<file path="src/common/vpq_pkg.sv">
// package for the vlan priority queue mapper: register map, fields, resets
package vpq_pkg;
  // register addresses (8-bit register space)
  localparam logic [7:0] VPQ_MAP_LO_ADDR     = 8'h80;
  localparam logic [7:0] VPQ_MAP_HI_ADDR     = 8'h81;
  localparam logic [7:0] VPQ_COLLAPSE_ADDR   = 8'h82;
  // reset values
  localparam logic [7:0] VPQ_MAP_LO_RST      = 8'h50;
  localparam logic [7:0] VPQ_MAP_HI_RST      = 8'hfa;
  localparam logic [1:0] VPQ_COLLAPSE_RST    = 2'h2;
  // read-only low bits of the collapse register
  localparam logic [5:0] VPQ_COLLAPSE_RO_VAL = 6'h04;
  // field positions
  localparam int         VPQ_FIELD_W         = 2;
  localparam int         VPQ_COLLAPSE_LSB    = 6;
  // queue numbers
  localparam logic [1:0] VPQ_PRIO_LOWEST     = 2'h0;
  localparam logic [1:0] VPQ_PRIO_HIGHEST    = 2'h3;
  localparam logic [1:0] VPQ_PRIO_MID_LO     = 2'h1;
  localparam logic [1:0] VPQ_PRIO_MID_HI     = 2'h2;

  typedef enum logic [0:0]
  {
    VPQ_MODE_FOUR = 1'b0,
    VPQ_MODE_TWO  = 1'b1
  } vpq_mode_t;
endpackage

</file>
<file path="src/common/vpq_map_if.sv">
// interface carrying the mapping configuration into the classifier
`timescale 1ns/1ps
interface vpq_map_if;
  logic [15:0] map_fields;
  logic [1:0]  collapse_ctrl;

  modport regs (output map_fields, output collapse_ctrl);
  modport cls  (input map_fields, input collapse_ctrl);
endinterface

</file>
<file path="src/core/vpq_classify.sv">
// classifier: 802.1p code to internal priority and queue select
`timescale 1ns/1ps
module vpq_classify
  import vpq_pkg::*;
(
  // clock and reset
  input  wire logic       clk,
  input  wire logic       sys_rst,
  // configuration
  vpq_map_if.cls          cfg,
  // classification request
  input  wire logic       req_valid,
  input  wire logic [2:0] req_pcp,
  input  wire logic       req_use_ext,
  input  wire logic [1:0] req_ext_prio,
  input  wire vpq_mode_t  req_mode,
  // result
  output logic            res_valid,
  output logic [1:0]      res_prio,
  output logic [1:0]      res_queue
);
  logic [1:0] fld [8];
  logic [1:0] prio_d;
  logic [1:0] queue_d;

  genvar g;
  generate
    for (g = 0; g < 8; g++)
    begin : g_fld
      assign fld[g] = cfg.map_fields[g*VPQ_FIELD_W +: VPQ_FIELD_W];
    end
  endgenerate

  always_comb
  begin
    prio_d = req_use_ext ? req_ext_prio : fld[req_pcp];
    queue_d = prio_d;
    if (req_mode == VPQ_MODE_TWO)
    begin
      // only high (1) or low (0) queue in two-queue mode
      case (prio_d)
        VPQ_PRIO_LOWEST:  queue_d = 2'h0;
        VPQ_PRIO_MID_LO:  queue_d = {1'b0, cfg.collapse_ctrl[0]};
        VPQ_PRIO_MID_HI:  queue_d = {1'b0, cfg.collapse_ctrl[1]};
        VPQ_PRIO_HIGHEST: queue_d = 2'h1;
        default:          queue_d = 2'h0;
      endcase
    end
  end

  always_ff @(posedge clk)
  begin
    if (sys_rst)
    begin
      res_valid <= 1'b0;
      res_prio  <= 2'h0;
      res_queue <= 2'h0;
    end
    else
    begin
      res_valid <= req_valid;
      if (req_valid)
      begin
        res_prio  <= prio_d;
        res_queue <= queue_d;
      end
    end
  end
endmodule // vpq_classify

</file>
<file path="src/core/vpq_mapper.sv">
// top: mapping registers and priority classifier
// Contract
// - queues are numbered 0..3; 3 is highest priority, 0 lowest.
// - a tagged frame's 3-bit code picks one of eight 2-bit fields as priority.
// - register 0x80 holds fields for codes 0..3, resets 0,0,1,1.
// - register 0x81 holds fields for codes 4..7, resets 2,2,3,3.
// - two-queue mode collapses the 2-bit result via bits 7..6 of 0x82.
// - result 0 low, 3 high, 1 follows bit 0, 2 follows bit 1.
`timescale 1ns/1ps
module vpq_mapper
  import vpq_pkg::*;
(
  // clock and reset
  input  wire logic       clk,
  input  wire logic       sys_rst,
  // register access
  input  wire logic       reg_wr,
  input  wire logic       reg_rd,
  input  wire logic [7:0] reg_addr,
  input  wire logic [7:0] reg_wdata,
  output logic [7:0]      reg_rdata,
  output logic            reg_hit,
  // frame classification
  input  wire logic       req_valid,
  input  wire logic [2:0] req_pcp,
  input  wire logic       req_use_ext,
  input  wire logic [1:0] req_ext_prio,
  input  wire logic       two_queue_mode,
  output logic            res_valid,
  output logic [1:0]      res_prio,
  output logic [1:0]      res_queue
);
  logic [7:0] map_lo_q;
  logic [7:0] map_hi_q;
  logic [1:0] collapse_q;
  logic [7:0] rdata_d;
  vpq_mode_t  mode;

  vpq_map_if cfg_if ();

  // priority map, codes 0..3
  always_ff @(posedge clk)
  begin
    if (sys_rst)
      map_lo_q <= VPQ_MAP_LO_RST;
    else if (reg_wr && reg_addr == VPQ_MAP_LO_ADDR)
      map_lo_q <= reg_wdata;
  end

  // priority map, codes 4..7
  always_ff @(posedge clk)
  begin
    if (sys_rst)
      map_hi_q <= VPQ_MAP_HI_RST;
    else if (reg_wr && reg_addr == VPQ_MAP_HI_ADDR)
      map_hi_q <= reg_wdata;
  end

  // collapse control; 01 is stored as written, software must avoid it
  always_ff @(posedge clk)
  begin
    if (sys_rst)
      collapse_q <= VPQ_COLLAPSE_RST;
    else if (reg_wr && reg_addr == VPQ_COLLAPSE_ADDR)
      collapse_q <= reg_wdata[VPQ_COLLAPSE_LSB +: 2];
  end

  // read mux; unmapped addresses read zero
  always_comb
  begin
    case (reg_addr)
      VPQ_MAP_LO_ADDR:   rdata_d = map_lo_q;
      VPQ_MAP_HI_ADDR:   rdata_d = map_hi_q;
      VPQ_COLLAPSE_ADDR: rdata_d = {collapse_q, VPQ_COLLAPSE_RO_VAL};
      default:           rdata_d = 8'h00;
    endcase
  end

  // registered read data, held between reads
  always_ff @(posedge clk)
  begin
    if (sys_rst)
      reg_rdata <= 8'h00;
    else if (reg_rd)
      reg_rdata <= rdata_d;
  end

  assign reg_hit = (reg_addr == VPQ_MAP_LO_ADDR) || (reg_addr == VPQ_MAP_HI_ADDR) ||
                   (reg_addr == VPQ_COLLAPSE_ADDR);

  assign cfg_if.map_fields    = {map_hi_q, map_lo_q};
  assign cfg_if.collapse_ctrl = collapse_q;
  assign mode = two_queue_mode ? VPQ_MODE_TWO : VPQ_MODE_FOUR;

  vpq_classify u_cls
  (
    .clk          (clk),
    .sys_rst      (sys_rst),
    .cfg          (cfg_if.cls),
    .req_valid    (req_valid),
    .req_pcp      (req_pcp),
    .req_use_ext  (req_use_ext),
    .req_ext_prio (req_ext_prio),
    .req_mode     (mode),
    .res_valid    (res_valid),
    .res_prio     (res_prio),
    .res_queue    (res_queue)
  );
endmodule // vpq_mapper

</file>
<file path="config.mk">
export PLATFORM = sky130hd
export DESIGN_NAME = vpq_mapper
export DESIGN_NICKNAME = d
export VERILOG_FILES = /design/src/common/vpq_pkg.sv /design/src/common/vpq_map_if.sv /design/src/core/vpq_classify.sv /design/src/core/vpq_mapper.sv
export SDC_FILE = /design/constraint.sdc
export NUM_CORES = 1
export LEC_CHECK = 0
export ABC_AREA = 1
export ABC_CLOCK_PERIOD_IN_PS = 2570
export BUFFER_PORTS_ARGS = -buffer_cell sky130_fd_sc_hd__clkbuf_2
export CAP_MARGIN = 20
export CELL_PAD_IN_SITES_DETAIL_PLACEMENT = 0
export CELL_PAD_IN_SITES_GLOBAL_PLACEMENT = 1
export CORE_MARGIN = 5
export CORE_UTILIZATION = 38
export CTS_BUF_LIST = sky130_fd_sc_hd__clkbuf_8 sky130_fd_sc_hd__clkbuf_16
export DETAILED_ROUTE_END_ITERATION = 10
export PLACE_DENSITY_LB_ADDON = 0.1
export REMOVE_ABC_BUFFERS = 1
export SLEW_MARGIN = 10
export SYNTH_ARGS = -nofsm -noshare
export SYNTH_HDL_FRONTEND = slang
export SYNTH_SLANG_ARGS = --single-unit
</file>
<file path="constraint.sdc">
create_clock -name clk -period 2.57 [get_ports clk]
set_input_delay 0.257 -clock clk [delete_from_list [all_inputs] [get_ports clk]]
set_output_delay 0.257 -clock clk [all_outputs]
set_load 0.05 [all_outputs]
</file>
## Yosys cells after proc, flatten, opt, wreduce, memory -nomap -nowiden

Cells that the tools add are included.

| cells by class | value |
|---|---|
| $add $sub $neg | 0 |
| $mul | 0 |
| div/mod/pow operators | 0 |
| order comparisons | 1 |
| eq/ne operators | 6 |
| shifts and indexed selects | 0 |
| mux-type cells | 8 |
| bitwise operators | 1 |
| reduce and logical (&&, ||, !) cells | 6 |

Operator list:

| cell | number |
|---|---|
| equality test 8 bit (second input constant) | 3 |
| one-hot mux 8 bit (3 select lines) | 1 |
| 2-to-1 mux 2 bit | 4 |
| one-hot mux 2 bit (4 select lines) | 1 |
| binary-select mux 2 bit (select 3 bit) | 1 |
| equality test 2 bit (second input constant) | 2 |
| >= comparator 4 bit (second input constant) | 1 |
| NOT 3 -> 4 bit | 1 |
| logical AND 1 bit | 3 |
| equality test 2 x 1 -> 1 bit (second input constant) | 1 |
| logical NOT 2 bit | 1 |
| logical OR 1 bit | 2 |
| 2-to-1 mux 1 bit | 1 |

| word-level totals | value |
|---|---|
| register bits after elaboration | 31 |
| bits in latches | 0 |
| RAM bits | 0 |
| memory bits (read-only) | 0 |
| input bits | 28 |
| output and inout port bits | 14 |
| word-level logic and storage cells | 29 |
| memories | 0 |

## Logic depth before layout (Yosys ltp)

| logic depth | value |
|---|---|
| depth in word-level cells | 8 |
| gate-level depth with buffers | 11 |
| depth with buffers taken out | 10 |

## By module

Synthesis repeated with hierarchy kept, for this count alone.

| unflattened totals | value |
|---|---|
| cells, all modules | 242 |
| area, all modules | 1617.8 um2 |

By module, submodules not included:

| module | instances | cells an instance | area each (um2) | sequential area each (um2) |
|---|---|---|---|---|
| vpq_mapper | 1 | 160 | 1182.4 | 520.5 |
| vpq_classify | 1 | 82 | 435.4 | 100.1 |

## Worst setup path before layout

No wires, ideal clock.

| path | value |
|---|---|
| kind | input port to output port |
| start point | input reg_addr[3] |
| end point | output reg_hit |
| arrival | 1.183 ns |
| required time | 2.313 ns |
| slack | 1.130 ns |
| stages on the path | 4 |
| buffers on the path | 0 |
| path through | or2_4 nor3_1 nand2_1 nand3_1 |

| on the way | value |
|---|---|
| cells in the longest elaborated chain, start to end | 3 |
| elaborated cells between the ends (all ways) | 5 |
| those cells by class | eq/ne (3); reduce/logical (2) |

Ends and longest elaborated chain:

| item | line | RTL |
|---|---|---|
| start: declaration | vpq_mapper.sv:19 | `input wire logic [7:0] reg_addr,` |
| equality test 8 bit | vpq_mapper.sv:88 | `assign reg_hit = (reg_addr == VPQ_MAP_LO_ADDR) \|\| (reg_addr == VPQ_MAP_HI_ADDR) \|\|` |
| logical OR 1 bit | vpq_mapper.sv:88 |  |
| logical OR 1 bit (*) | vpq_mapper.sv:88 |  |
| end: declaration | vpq_mapper.sv:22 | `output logic reg_hit,` |

Mark *: on every way between the ends. The rest lies on a longest branch, timed or not.

## Worst setup path after layout

Same ends and word-level chain as after synthesis.

==> run metrics <==
gr usage total=15.0%; Critical R2R Capture=u_cls.res_queue[1]; clk slew on worst S/H paths=approximately 0.060 ns; largest net degree at the start of global routing=24; share of post-route cells with drive strength above 1=22.4%; die area=between 0.005 and 0.006 sq mm; Layout area overhead=22.1%; clock share of power=39.2%; fin crit period=1.56 ns; r2r worst-path depth=9; Worst-Skew Late Latency=0.28 ns; crit-path max FO=6; Gate power share=a little over a tenth; Hold Fails Final Rpt=0; cts hold-fix bufs=0; RD Place Congestion=0.755; clock root buffer=clkbuf_8; f_max=about 640 MHz; via count of the first global-routing pass=approximately 1.3k; skew final=0.00254 ns; Slew Limit Fails=0; post-synthesis area per instance=7.02 sq um; Nets=278; Crit Path Category=in2out; leading area contributor after synthesis=dfxtp_1; Core Footprint=0.00369 sq mm; reg-to-reg critical path startpoint=map_lo_q[5]; RSZ-0062 raised after global routing=no; Post-Synthesis Cells=207; worst hold slack=0.221 ns; Routed Antenna Nets=0; cell repeated most along the worst path=clkbuf_2; CP max stage delay=0.28 ns; htree depth=2; Setup WS post-layout=slightly above 1 ns; CTS tree=done; Site Rows=22; Slew HR=roughly two thirds; non-filler cells, final=a little under 300; warnings from Yosys=0; DRC viols=0; top_reg_cell synth=dfxtp_1; CTS Buffer Depth=2; EDFF count, synth=0; Final Routed Wirelength=3700 um; MaxCap Viol Count=0; Flop pwr share=50.1%; LEAKAGE=0.869 nW; CP cell instances=clkbuf_2 > or2_4 > nor3_1 > nand2_1 > nand3_1 > clkbuf_2; Resized cells post-CTS=0; initial antenna violation count=0; Buffers on Ports=41; sequential fraction of the synthesis area=42.7%; CP startpoint kind=primary input; hold path cells=3; diode count=0; status=finished clean; pwr/cell area=approximately 550 mW/mm^2; setup tns final=0 ns; TritonCTS Buffers=5; dominant cells by area after synthesis=dfxtp_1 43%, nand2_1 14%, a21oi_1 9.3%; Ports=42; Synth async-reset ratio=0%; Initial Util=about two fifths; Setup-failing EPs final=0; Seq cells post-synth=31; HPWL after DPL=2890 um; Final Cycle Share=60.7%; Placed Instance Area=0.00169 sq mm; CP Data Required Time=2.31 ns; Vias=1448; finished layout cell area=approximately 0.0018 sq mm; clock sink count=31; post-synthesis cell area=0.00145 sq mm; Hold EP=map_hi_q[5]; most frequent cell after synthesis=nand2_1; top-area cell type share of the netlist area=42.7%; Sw Share=25.0%; critical path capture point type=output pin; R2R Setup Slk=about 1.3 ns; router iterations before antenna repair=4; WL/cell=12.4 um; Post-Route Utilization=48.1%; first-pass GRT wire length=6070 um; Commonest cells post-synth=54 x nand2_1, 31 x dfxtp_1, 29 x inv_1; CP Data Arrival Time=between 1 and 1.5 ns; worst hold path startpoint=reg_wdata[5]; Die H=71.8 um; total global routing overflow=0; NetSw=0.244 mW; Via density=4.86; worst hold path type=in2reg; post-CTS setup buffer count=0; peak supply drop=0.345 mV; dpl ws=1.01 ns; placed instance count=291; DRT iter0 DRCs=74; Die X=71.8 um; Worst-Margin Slew=between 0.4 and 0.5 ns; overall power=0.975 mW; internal power=between 0.7 and 0.8 mW; Netlist cell types=26; Worst path slowest cell=clkbuf_2
worst max-delay path, delay by kind of cell:
family | cells | cell delay, ns
buffers and inverters | 2 | 0.36
and+or+nand+nor | 4 | 0.69
flip-flops by register name, indices dropped and copies added (netlist names):
name,flops
map_hi_q,8
map_lo_q,8
reg_rdata,8
cfg_if.collapse_ctrl,2
u_cls.res_prio,2
u_cls.res_queue,2
u_cls.res_valid,1
how the worst max path moves through the flow:
| stage | cells past startpoint | endpoint | start |
|---|---|---|---|
| final | 6 | reg_hit | reg_addr[3] |
| after global routing | 6 | reg_hit | reg_addr[3] |
| after CTS | 6 | reg_hit | reg_addr[3] |
| after detailed placement | 6 | reg_hit | reg_addr[3] |
| after global placement | 6 | reg_hit | reg_addr[3] |
| after floorplan | 7 | map_hi_q[0] | reg_addr[3] |
cell usage in the layout, fill, tap and decap left out, types with 2 or more instances in the layout:
cell,count
o21ai_0,15
o21ai_1,2
nand2_1,54
nand3_1,17
clkbuf_2,41
a21oi_1,27
o22ai_1,5
clkbuf_8,6
nor2_1,7
dfxtp_1,31
o221ai_1,3
inv_1,29
cells by family (layout without fill, tap and decap cells):
group / Yosys count / count (layout) / synth area share [%]
AO/OA/AOI/OAI: 54 / 54 / 20.2
buffers and inverters: 36 / 79 / 10.4
flip-flops: 31 / 31 / 42.7
AND/OR/NAND/NOR: 86 / 86 / 26.6
power by group through the flow:
| stage | Clock, mW | Sequential [mW] | Combinational [mW] |
|---|---|---|---|
| 2_1_floorplan | 0 | 0.516 | 0.0394 |
| 5_1_grt | 0.407 | 0.489 | 0.118 |
| 4_1_cts | 0.391 | 0.488 | 0.106 |
| 3_3_place_gp | 0 | 0.499 | 0.106 |
| 6_report | 0.382 | 0.488 | 0.105 |
| 3_5_place_dp | 0 | 0.499 | 0.105 |
cell type report:
type	count	area, sq um
inverter	30	113
sequential	31	621
tap	48	60.1
multi-input combinational	140	681
clock inverter	1	5.00
fill	422	1910
timing repair buffer	42	213
clock buffer	6	82.6
layer usage:
layer	vias up	share of wire, %	track usage [%]
li1	765	-	-
met1	653	48	20.1
met2	25	47	23.7
met3	5	4.2	3.79
met4	0	1.1	4.38
met5	-	0	0
No activity file was read; power rests on OpenSTA's default activity.
